$ cat src/hdl/dacs_map.svh
// Widths, field positions and timing counts of the dual converter sequencer.
`ifndef DACS_MAP_SVH
`define DACS_MAP_SVH
`define DACS_CLK_PERIOD_NS   100
`define DACS_CONV_CYCLES     20
`define DACS_FRAME_BITS      20
`define DACS_MERGED_CYCLES   40
`define DACS_RESULT_BITS     16
`define DACS_BUSY_DROP_BIT   18
`define DACS_CONVERT_START_MIN_NS   15
`define DACS_CONVERT_START_MIN_CYC  ((`DACS_CONVERT_START_MIN_NS + `DACS_CLK_PERIOD_NS - 1) / `DACS_CLK_PERIOD_NS)
`endif

$ cat src/hdl/dacs_pkg.sv
// Types shared by the dual converter sequencer.
package dacs_pkg;
	typedef logic [15:0] dacs_word_t;
	typedef logic [5:0]  dacs_cnt_t;
	typedef enum logic [2:0] {
		DACS_IDLE  = 3'b001,
		DACS_FRAME = 3'b010,
		DACS_TAIL  = 3'b100
	} dacs_state_t;
endpackage

$ cat src/hdl/dacs_sequencer.sv
// Conversion and serial output sequencer of a dual simultaneous converter.
// Notes on behaviour
// - Each conversion takes no fewer than 20 master clock cycles.
// - A convert_start rise holds both sample stages and starts both converters at once.
// - channel_count_select high alternates pairs after each conversion and ignores channel_pair_select.
// - With channel_count_select low the pair given by channel_pair_select is converted.
// - output_merge_select picks parallel A and B outputs or both results in turn on output A.
// - A frame is pair bit, converter bit, 16 result bits MSB first, two zeros, one bit per clock.
// - Busy rises when conversion begins and falls on the clock that drives the LSB of the last result.
// - Serial outputs are driven only while chip select is low, else high impedance.
// - Merged output takes 40 cycles and a second convert_start inside that time is ignored.
`timescale 1ns/1ps
`include "dacs_map.svh"
module dacs_sequencer (
	// Clock and reset.
	input  wire logic                 clock,
	input  wire logic                 rst,
	// Host strobes.
	input  wire logic                 convert_start,
	input  wire logic                 read_sync,
	input  wire logic                 cs_n,
	// Mode selects.
	input  wire logic                 channel_count_select,
	input  wire logic                 output_merge_select,
	input  wire logic                 channel_pair_select,
	// Converter core.
	input  wire dacs_pkg::dacs_word_t result_a,
	input  wire dacs_pkg::dacs_word_t result_b,
	output logic                      hold,
	output logic                      pair_sel,
	// Serial outputs and busy.
	output logic                      sdata_a,
	output logic                      sdata_a_oe,
	output logic                      sdata_b,
	output logic                      sdata_b_oe,
	output logic                      busy
);
	import dacs_pkg::*;

	dacs_state_t state_r;
	dacs_cnt_t   cnt_r;
	logic        conv_d_r;
	logic        rd_d_r;
	logic        merged_r;
	logic        second_r;
	logic        pair_r;
	logic        load_a;
	logic        load_b;
	logic        shift_en;
	logic        sa_bit;
	logic        sb_bit;
	logic        start;
	logic [1:0]  tag_a;
	logic [1:0]  tag_b;
	logic        pair_nxt;
	logic        pair_tag;
	dacs_cnt_t   busy_len_r;

	always_ff @(posedge clock or posedge rst) begin
		if (rst) begin
			conv_d_r <= 1'b0;
			rd_d_r   <= 1'b0;
		end else begin
			conv_d_r <= convert_start;
			rd_d_r   <= read_sync;
		end
	end

	assign start = convert_start & ~conv_d_r & (state_r == DACS_IDLE);

	// Pair of the conversion being started; the tag is loaded on the start cycle, before pair_r moves.
	assign pair_nxt = channel_count_select ? ~pair_sel : channel_pair_select;
	assign pair_tag = start ? pair_nxt : pair_r;

	// Tags: pair bit then converter bit; pair bit only meaningful in four-channel mode.
	assign tag_a = {channel_count_select & pair_tag, 1'b0};
	assign tag_b = {channel_count_select & pair_tag, output_merge_select};

	// Frame sequencing: first frame, then a second frame of B when merged.
	always_ff @(posedge clock or posedge rst) begin
		if (rst) begin
			state_r  <= DACS_IDLE;
			cnt_r    <= 6'h00;
			merged_r <= 1'b0;
			second_r <= 1'b0;
		end else begin
			unique case (state_r)
				DACS_IDLE: begin
					if (start) begin
						state_r  <= DACS_FRAME;
						cnt_r    <= 6'h00;
						merged_r <= output_merge_select;
						second_r <= 1'b0;
					end
				end
				DACS_FRAME: begin
					if (cnt_r == 6'(`DACS_FRAME_BITS - 1)) begin
						cnt_r <= 6'h00;
						if (merged_r && !second_r) begin
							second_r <= 1'b1;
							state_r  <= DACS_TAIL;
						end else begin
							state_r <= DACS_IDLE;
						end
					end else begin
						cnt_r <= cnt_r + 6'h01;
					end
				end
				DACS_TAIL: begin
					if (cnt_r == 6'(`DACS_FRAME_BITS - 1)) begin
						cnt_r   <= 6'h00;
						state_r <= DACS_IDLE;
					end else begin
						cnt_r <= cnt_r + 6'h01;
					end
				end
				default: begin
					state_r <= DACS_IDLE;
				end
			endcase
		end
	end

	// Pair selection latched at each start.
	always_ff @(posedge clock or posedge rst) begin
		if (rst) begin
			pair_r   <= 1'b0;
			pair_sel <= 1'b0;
		end else if (start) begin
			if (channel_count_select) begin
				pair_r   <= ~pair_sel;
				pair_sel <= ~pair_sel;
			end else begin
				pair_r   <= channel_pair_select;
				pair_sel <= channel_pair_select;
			end
		end
	end

	assign load_a   = start | (state_r == DACS_FRAME && cnt_r == 6'(`DACS_FRAME_BITS - 1) && merged_r);
	assign load_b   = start;
	assign shift_en = (state_r != DACS_IDLE);

	// B frame goes to A when merged
	dacs_shifter u_shift_a (
		.clock    (clock),
		.rst      (rst),
		.load     (load_a),
		.shift    (shift_en),
		.tag_bits (start ? tag_a : tag_b),
		.result   (start ? result_a : result_b),
		.bit_out  (sa_bit)
	);

	dacs_shifter u_shift_b (
		.clock    (clock),
		.rst      (rst),
		.load     (load_b),
		.shift    (shift_en),
		.tag_bits (tag_b),
		.result   (result_b),
		.bit_out  (sb_bit)
	);

	always_ff @(posedge clock or posedge rst) begin
		if (rst) begin
			sdata_a    <= 1'b0;
			sdata_a_oe <= 1'b0;
			sdata_b    <= 1'b0;
			sdata_b_oe <= 1'b0;
		end else begin
			sdata_a    <= sa_bit;
			sdata_a_oe <= ~cs_n;
			sdata_b    <= sb_bit & ~output_merge_select;
			sdata_b_oe <= ~cs_n & ~merged_r;
		end
	end

	always_ff @(posedge clock or posedge rst) begin
		if (rst) begin
			busy <= 1'b0;
			hold <= 1'b0;
		end else begin
			if (start) begin
				busy <= 1'b1;
				hold <= 1'b1;
			end else if (state_r != DACS_IDLE && cnt_r == 6'(`DACS_BUSY_DROP_BIT - 1) &&
				(!merged_r || state_r == DACS_TAIL)) begin
				busy <= 1'b0;
				hold <= 1'b0;
			end
		end
	end

	// Length of the current busy window, read by the busy assertion only.
	always_ff @(posedge clock or posedge rst) begin
		if (rst) begin
			busy_len_r <= 6'h00;
		end else if (busy) begin
			busy_len_r <= busy_len_r + 6'h01;
		end else begin
			busy_len_r <= 6'h00;
		end
	end

	// Assertions.
	property p_busy_on_start;
		@(posedge clock) disable iff (rst) start |=> busy;
	endproperty
	a_busy_on_start: assert property (p_busy_on_start) else $error("busy not raised");
	property p_frame_len;
		@(posedge clock) disable iff (rst) (start && !output_merge_select) |=>
			##19 (state_r == DACS_FRAME && cnt_r == 6'(`DACS_FRAME_BITS - 1)) ##1 (state_r == DACS_IDLE);
	endproperty
	a_frame_len: assert property (p_frame_len) else $error("frame not 20 cycles");
	property p_cnt_step;
		@(posedge clock) disable iff (rst) (state_r != DACS_IDLE && cnt_r != 6'(`DACS_FRAME_BITS - 1)) |=>
			(state_r == $past(state_r) && cnt_r == $past(cnt_r) + 6'h01);
	endproperty
	a_cnt_step: assert property (p_cnt_step) else $error("frame count skipped");
	property p_merged_len;
		@(posedge clock) disable iff (rst) (start && output_merge_select) |=> ##39 (state_r == DACS_TAIL) ##1 (state_r == DACS_IDLE);
	endproperty
	a_merged_len: assert property (p_merged_len) else $error("merged not 40 cycles");
	property p_ignore;
		@(posedge clock) disable iff (rst)
			(state_r != DACS_IDLE && cnt_r != 6'(`DACS_FRAME_BITS - 1) && convert_start && !conv_d_r) |=>
			cnt_r == $past(cnt_r) + 6'h01;
	endproperty
	a_ignore: assert property (p_ignore) else $error("start accepted while busy");
	property p_alt;
		@(posedge clock) disable iff (rst) (start && channel_count_select) |=> pair_sel != $past(pair_sel);
	endproperty
	a_alt: assert property (p_alt) else $error("pair did not alternate");
	property p_fixed;
		@(posedge clock) disable iff (rst) (start && !channel_count_select) |=> pair_sel == $past(channel_pair_select);
	endproperty
	a_fixed: assert property (p_fixed) else $error("pair not host chosen");
	property p_oe;
		@(posedge clock) disable iff (rst) cs_n |=> !sdata_a_oe && !sdata_b_oe;
	endproperty
	a_oe: assert property (p_oe) else $error("output driven while deselected");
	property p_hold;
		@(posedge clock) disable iff (rst) start |=> hold;
	endproperty
	a_hold: assert property (p_hold) else $error("hold not entered");
	property p_busy_fall;
		@(posedge clock) disable iff (rst) $fell(busy) |->
			busy_len_r == (merged_r ? 6'(`DACS_MERGED_CYCLES - `DACS_FRAME_BITS + `DACS_BUSY_DROP_BIT) :
			6'(`DACS_BUSY_DROP_BIT));
	endproperty
	a_busy_fall: assert property (p_busy_fall) else $error("busy fall misplaced");
	c_plain: cover property (@(posedge clock) start && !output_merge_select);
	c_merged: cover property (@(posedge clock) start && output_merge_select);
	c_four: cover property (@(posedge clock) start && channel_count_select);
	c_tied: cover property (@(posedge clock) start && read_sync && !rd_d_r);
endmodule // dacs_sequencer

$ cat src/hdl/dacs_shifter.sv
// Frame shift register that serialises one converter result.
`timescale 1ns/1ps
module dacs_shifter (
	// Clock and reset.
	input  wire logic                clock,
	input  wire logic                rst,
	// Load and shift control.
	input  wire logic                load,
	input  wire logic                shift,
	input  wire logic [1:0]          tag_bits,
	input  wire dacs_pkg::dacs_word_t result,
	// Serial bit, registered.
	output logic                     bit_out
);
	import dacs_pkg::*;

	logic [19:0] frame_r;

	// Tag bits, result MSB first, then two zeros; first bit presented on load.
	always_ff @(posedge clock or posedge rst) begin
		if (rst) begin
			frame_r <= 20'h0_0000;
			bit_out <= 1'b0;
		end else if (load) begin
			frame_r <= {tag_bits[0], result, 2'b00, 1'b0};
			bit_out <= tag_bits[1];
		end else if (shift) begin
			frame_r <= {frame_r[18:0], 1'b0};
			bit_out <= frame_r[19];
		end
	end
endmodule // dacs_shifter

$ cat config.mk
export PLATFORM = sky130hd
export DESIGN_NAME = dacs_sequencer
export DESIGN_NICKNAME = d
export VERILOG_FILES = /design/src/hdl/dacs_pkg.sv /design/src/hdl/dacs_sequencer.sv /design/src/hdl/dacs_shifter.sv
export VERILOG_INCLUDE_DIRS = /design/src /design/src/hdl
export SDC_FILE = /design/constraint.sdc
export NUM_CORES = 1
export LEC_CHECK = 0
export ABC_CLOCK_PERIOD_IN_PS = 1850
export BUFFER_PORTS_ARGS = -buffer_cell sky130_fd_sc_hd__buf_2
export CORE_MARGIN = 2
export CORE_UTILIZATION = 40
export CTS_BUF_LIST = sky130_fd_sc_hd__clkbuf_8
export DETAILED_ROUTE_END_ITERATION = 16
export GPL_TIMING_DRIVEN = 1
export PLACE_DENSITY = 0.63
export SLEW_MARGIN = 10
export SYNTH_ARGS = -nofsm -noshare
export SYNTH_HDL_FRONTEND = slang
export SYNTH_SLANG_ARGS = --single-unit
$ cat constraint.sdc
create_clock -name clock -period 1.85 [get_ports clock]
set_clock_uncertainty 0.2 [all_clocks]
set_input_delay 0.2775 -clock clock [delete_from_list [all_inputs] [get_ports clock]]
set_output_delay 0.2775 -clock clock [all_outputs]
set_load 0.005 [all_outputs]
==> key figures, run 1 <==
Outcome
  • Status: completed

CTS
  • Deepest clock path buffer count: 2
  • CTS Buf Count: 5
  • H-Tree Depth: 2
  • Clk_lat worst skew: 0.31 ns
  • Clock-pin slew on the worst setup and hold paths: 0.09 ns
  • CTS sink cnt: 55
  • Root buf cell: clkbuf_8
  • CTS tree: built
  • Postcts setup bufs: 0

Cells and area
  • Commonest non-fill, non-tap cell in the layout: nand2_1
  • Layout cells sized above 1: 0.264
  • FILL cells: 646
  • Util after Layout: 0.508
  • Area Growth Syn to Fin: 23.2%
  • Finished Layout Cells: 456
  • Highest-count cells in the layout ignoring fill and taps: nand2_1, dfrtp_1, buf_2
  • # diodes: 0
  • Nets: 401

Floorplanning
  • Site row count: 30
  • Initial Util: 0.412
  • Core area: 0.00679 mm^2
  • Die width: 87.7 um
  • Ports: 47
  • Die H: 87.7 um
  • Die footprint: 0.00769 mm^2

Synthesis
  • Synth area leader: dfrtp_1
  • Synth Net Count: 338
  • Cell Area, Synth: 0.00280 mm^2
  • Synth warn: 0
  • Synthesized instance count: 296
  • Syn Area/Cell: 9.46 um^2
  • Most used DFF post-synth: dfrtp_1
  • Synth area leaders: dfrtp_1, nand2_1, o221a_1, a31oi_1, nand3_1
  • Post-synth top area share: 0.483
  • #FFs+latches synth: 55
  • Seq/Total Area, Yosys: 0.492
  • Number of enable flip-flop cells after synthesis: 0
  • Share of flip-flops with an asynchronous set or reset: 1.00
  • Post-synth cell types: 47

Global route
  • First-pass GRT wire length: 10.2 mm
  • Total track usage: 0.168
  • Total gr overflow: 0
  • Number of global-route vias before repair: 2,340
  • Antenna violations before repair: 0
  • Largest net degree at the start of global routing: 56

Critical path
  • Cell family with most CP delay: simple AND/OR/NAND/NOR gates
  • Max incr delay on CP: 0.60 ns
  • Critical path type: flop to flop
  • Worst setup EP type: flop
  • Worst Path Buf+Inv: 0
  • Worst Path Required: 1.88 ns
  • Cell Chain, Critical Path: and4bb_1 -> o311ai_1 -> or3_1 -> a21oi_1
  • Slowest cell on crit path: dfstp_2
  • Crit path max fanout: 6
  • CP Launch Type: flop
  • Worst Path Arrival: 1.81 ns

Place
  • I/O Buffers: 45
  • DP HPWL: 4.35 mm
  • Gpl congestion: 0.823
  • Placed Cells: 443

Drt
  • Vias: 2,345
  • Routed Antenna Nets: 0
  • DR WL/cell: 13.5 um
  • Vias per Instance: 5.14
  • Initial DRC count: 65
  • WL final: 6.15 mm
  • DRC viols: 0
  • Drt pass-1 iters: 4

STA
  • # setup viols final: 0
  • Relative slew slack: 0.686
  • Final min period: 1.78 ns
  • Slew Limit Fails: 0
  • Fin. Hold Viols: 0
  • Least-Margin Pin Slew: 0.470 ns
  • Max frequency: 0.562 GHz
  • RSZ-0062 raised after global routing: no
  • Crit share post-route: 0.963

Flow run
  • MaxCap Viol Count: 0

Pwr
  • Cell leakage power: 1.57 nW
  • Worst VDD drop: 0.353 mV
  • PD cells: 1090 mW/mm^2

Worst hold path
  • Hold Path Class: input port to flop
==> cell usage after synthesis, drive strengths merged, types with 3 or more instances <==
master / number
a21oi: 12
a31oi: 18
and3: 3
buf: 15
clkbuf: 6
dfrtp: 54
inv: 7
nand2: 73
nand3: 17
nor2: 20
nor2b: 6
o21ai: 14
o221a: 15
o311ai: 3
or3: 3
==> worst reg2reg max path: stages, from the launching register on <==
cell      delay, ns
dfstp_2        0.60
and4bb_1       0.27
o311ai_1       0.13
or3_1          0.37
a21oi_1        0.15
==> flip-flops by register name (all words and copies together), names as in the netlist, 3 cells and up <==
signal             count
u_shift_a.frame_r     17
u_shift_b.frame_r     17
cnt_r                  6
state_r                3
==> report_power, final <==
part           switching, mW  leakage [nW]  internal, mW
clock network          0.369        0.0505         0.256
registers              0.275         0.653          1.65
logic                  0.581         0.870         0.637
total                   1.22          1.57          2.54
==> routing by layer <==
layer	part of all wire	vias to the layer above	track usage
li1	-	1165	-
met1	0.45	1135	0.210
met2	0.50	38	0.293
met3	0.038	7	0.0434
met4	0.0078	0	0.0336
met5	0	-	0
==> final timing paths <==
check                                               from                                end  slack, ns  depth (start not counted)
setup / recovery                  state_r[0]$_DFFE_PP1P_               cnt_r[4]$_DFFE_PP0P_       0.07                          4
hold / removal                               result_b[0]   u_shift_b.frame_r[3]$_DFFE_PP0P_      0.008                          3
setup reg to reg                  state_r[0]$_DFFE_PP1P_               cnt_r[4]$_DFFE_PP0P_       0.07                          4
hold reg to reg            u_shift_a.bit_out$_DFFE_PP0P_                  sdata_a$_DFF_PP0_       0.20                          0
max in group asynchronous                            rst             state_r[0]$_DFFE_PP1P_       0.80                          4
min in group asynchronous                            rst  u_shift_a.frame_r[13]$_DFFE_PP0P_       0.35                          4
==> repair_timing <==
action                     CTS  global route
hold buffers                 5             0
hold endpoints to repair    59             0
pin swaps                    0             2
gates resized for setup      1             6
setup endpoints to repair    4            21
==> layout make-up <==
type	instances	area, um^2	area share
well taps	96	120	0.0348
inverters	7	26.3	0.00762
flip-flops and latches	55	1380	0.400
clock buffers	5	68.8	0.0199
clock inverters	3	12.5	0.00363
multi-input cells	213	1280	0.372
repair buffers	77	561	0.162
==> metrics by stage <==
stage / hold slack [ns] / instance area [um^2] / power [mW] / setup slack [ns] / TNS (ns)
after floorplan: 0.109 / 2800 / 2.74 / 0.0312 / 0
after global placement: 0.155 / 3290 / 3.10 / 0.0608 / 0
after detailed placement: 0.157 / 3290 / 3.14 / -0.0136 / -0.0164
after CTS: 0.00279 / 3430 / 3.80 / 0.0330 / 0
after global routing: 0.0127 / 3450 / 4.09 / 0.00716 / 0
final: 0.00805 / 3450 / 3.77 / 0.0691 / 0
==> cells by family after synthesis <==
group	share of synthesized area
AOI/OAI and AO/OA	0.189
xor gates and xnor gates	0.00939
adders and majority gates	0.00894
buffers and inverters	0.0572
DFF	0.492
muxes	0.0112
and+or+nand+nor	0.233
Power figures use the tool's default switching activity.
==> run 2, diff against run 1 <==
- SETUP_SLACK_MARGIN: unset -> 0.15
==> run 2 against run 1 <==
Critical path depth rose by 1. Core utilization rose by 6.1 points. Via count rose by 5.4%. Largest cell class is now multi-input combinational cells. Die area did not move. Combinational power rose by 24%. Sequential cell count did not move. Fmax fell by 2.4%. Non-clock buffer count rose by 13. Clock-buffer cell count did not move. Cell count rose by 2.9%. Power rose by 13%.
==> key figures, run 2 (synthesis gave the netlist of run 1 again) <==
Floorplanning
  • Ports: 47 (unchanged)
  • Core area: 0.00679 mm^2 (unchanged)
  • Initial Util: 0.412 (unchanged)
  • Die footprint: 0.00769 mm^2 (unchanged)
  • Site row count: 30 (unchanged)
  • Die width: 87.7 um (unchanged)
  • Die H: 87.7 um (unchanged)

STA
  • Slew Limit Fails: 0 (unchanged)
  • Max frequency: 0.548 GHz (-2.4%)
  • Fin Hold WS: 0.0221 ns (+0.0140 ns)
  • Final min period: 1.83 ns (+0.0442 ns)
  • # setup viols final: 0 (unchanged)
  • Least-Margin Pin Slew: 0.516 ns (+0.0464 ns)
  • Crit share post-route: 0.987 (+0.0239)
  • RSZ-0062 raised after global routing: yes
  • Relative slew slack: 0.655 (-0.0303)
  • Fin. Hold Viols: 0 (unchanged)

Pwr
  • Cell leakage power: 1.69 nW (+7.4%)
  • PD cells: 1100 mW/mm^2 (+0.79%)
  • Overall power: 4.25 mW (+13%)
  • Worst VDD drop: 0.342 mV (-2.9%)

Cells and area
  • Commonest non-fill, non-tap cell in the layout: nand2_1
  • Top Registers: u_shift_a.frame_r: 17 flops, u_shift_b.frame_r: 17 flops, cnt_r: 6 flops
  • Finished Layout Cells: 469 (+2.9%)
  • # diodes: 0 (unchanged)
  • Util after Layout: 0.569 (+0.0608)
  • Highest-count cells in the layout ignoring fill and taps: nand2_1, dfrtp_1, buf_2
  • Area Growth Syn to Fin: 37.9%
  • Nets: 415 (+3.5%)
  • Layout cells sized above 1: 0.370 (+0.106)

Critical path
  • Critical path type: flop to flop
  • Setup crit start: state_r[1]$_DFFE_PP0P_
  • Reg2reg setup slack: 0.02 ns (-0.04 ns)
  • CP Launch Type: flop
  • Worst reg-to-reg path cell count: 5 (+1)
  • R2R Path End: merged_r$_DFFE_PP0P_
  • Worst Path Arrival: 1.83 ns (+0.02 ns)
  • Crit path max fanout: 8 (+2)
  • Worst setup EP type: flop
  • Worst Path Required: 1.85 ns (-0.03 ns)
  • Setup crit end: merged_r$_DFFE_PP0P_
  • Worst R2R Start: state_r[1]$_DFFE_PP0P_

Global route
  • Number of global-route vias before repair: 2,404 (+2.7%)
  • Antenna violations before repair: 0 (unchanged)
  • Total gr overflow: 0 (unchanged)
  • First-pass GRT wire length: 11.2 mm (+9.5%)
  • Total track usage: 0.184 (+0.0162)
  • Largest net degree at the start of global routing: 44 (-21%)

CTS
  • CTS sink cnt: 55 (unchanged)
  • H-Tree Depth: 2 (unchanged)
  • Clock-pin slew on the worst setup and hold paths: 0.09 ns (about the same)
  • Clk_lat worst skew: 0.31 ns (about the same)
  • Deepest clock path buffer count: 2 (unchanged)
  • CTS Buf Count: 5 (unchanged)
  • Root buf cell: clkbuf_8
  • CTS tree: built

Drt
  • Met3 routed WL: 305 um (+30%)
  • WL final: 7.20 mm (+17%)
  • Wl on met1: 3.19 mm (+15%)
  • Initial DRC count: 112 (+72%)
  • DR WL/cell: 15.4 um (+14%)
  • Routed Antenna Nets: 0 (unchanged)
  • Drt pass-1 iters: 5 (+1)
  • Met2 Wirelength: 3.63 mm (+17%)
  • Uppermost layer routed: met4
  • Vias: 2,472 (+5.4%)
  • Vias per Instance: 5.27 (+2.5%)
  • DRC viols: 0 (unchanged)

Outcome
  • Status: completed

Place
  • Gpl congestion: 0.812 (-1.3%)
  • DP HPWL: 4.35 mm (+0.16%)
  • Placed Cells: 440 (-0.68%)
  • I/O Buffers: 45 (unchanged)

Worst hold path
  • Hold Path Class: input port to flop

Flow run
  • MaxCap Viol Count: 0 (unchanged)
## run 2: worst min path at each step
stage / depth (start not counted) / slack (ns) / start / end
final: 2 / 0.02 / channel_count_select / u_shift_a.bit_out$_DFFE_PP0P_
after global placement: 2 / 0.15 / rst / cnt_r[0]$_DFFE_PP0P_
after global routing: 3 / 0.03 / result_b[2] / u_shift_b.frame_r[5]$_DFFE_PP0P_
after detailed placement: 2 / 0.15 / rst / u_shift_b.frame_r[17]$_DFFE_PP0P_
after floorplan: 0 / 0.11 / convert_start / conv_d_r$_DFF_PP0_
after CTS: 2 / 0.01 / channel_count_select / u_shift_a.bit_out$_DFFE_PP0P_
## run 2: layout make-up
class | instances | area, um^2
inverters | 7 | 30.0
clock inverters | 2 | 33.8
flip-flops and latches | 55 | 1380
multi-input cells | 214 | 1500
clock buffers | 5 | 68.8
well taps | 96 | 120
fillers | 613 | 2930
repair buffers | 90 | 726
## run 2: timing repair
| action | 4_1_cts | 5_1_grt |
|---|---|---|
| cloned | 1 | 4 |
| gates resized for setup | 20 | 40 |
| endpoints found under the hold margin | 24 | 0 |
| pin swaps | 6 | 23 |
| setup endpoints to repair | 26 | 31 |
| buffers inserted | 5 | 6 |
| hold buffers | 6 | 0 |
## run 2: worst max-delay path: stages (launching register included)
cell	delay, ns
dfrtp_2	0.48
buf_6	0.15
nor3b_4	0.33
buf_6	0.19
nand2_8	0.07
mux2_4	0.30
## run 2: report_power, final
part           switching (mW)  internal (mW)
Sequential              0.318           1.65
Combinational           0.720          0.789
Clock                   0.383          0.392
Total                    1.42           2.83
## run 2: routing by layer
| metal | track usage | up-vias |
|---|---|---|
| met2 | 0.313 | 55 |
| li1 | - | 1194 |
| met1 | 0.239 | 1216 |
| met4 | 0.0545 | 0 |
| met5 | 0 | - |
| met3 | 0.0339 | 7 |
## run 2: metrics by stage
step / worst slack (ns) / area [um^2] / setup TNS (ns)
floorplan: 0.0919 / 2800 / 0
global placement: 0.0232 / 3250 / 0
detailed placement: -0.0277 / 3250 / -0.196
CTS: 0.0487 / 3570 / 0
global route: -0.0402 / 3860 / -0.329
finish: 0.0249 / 3860 / 0
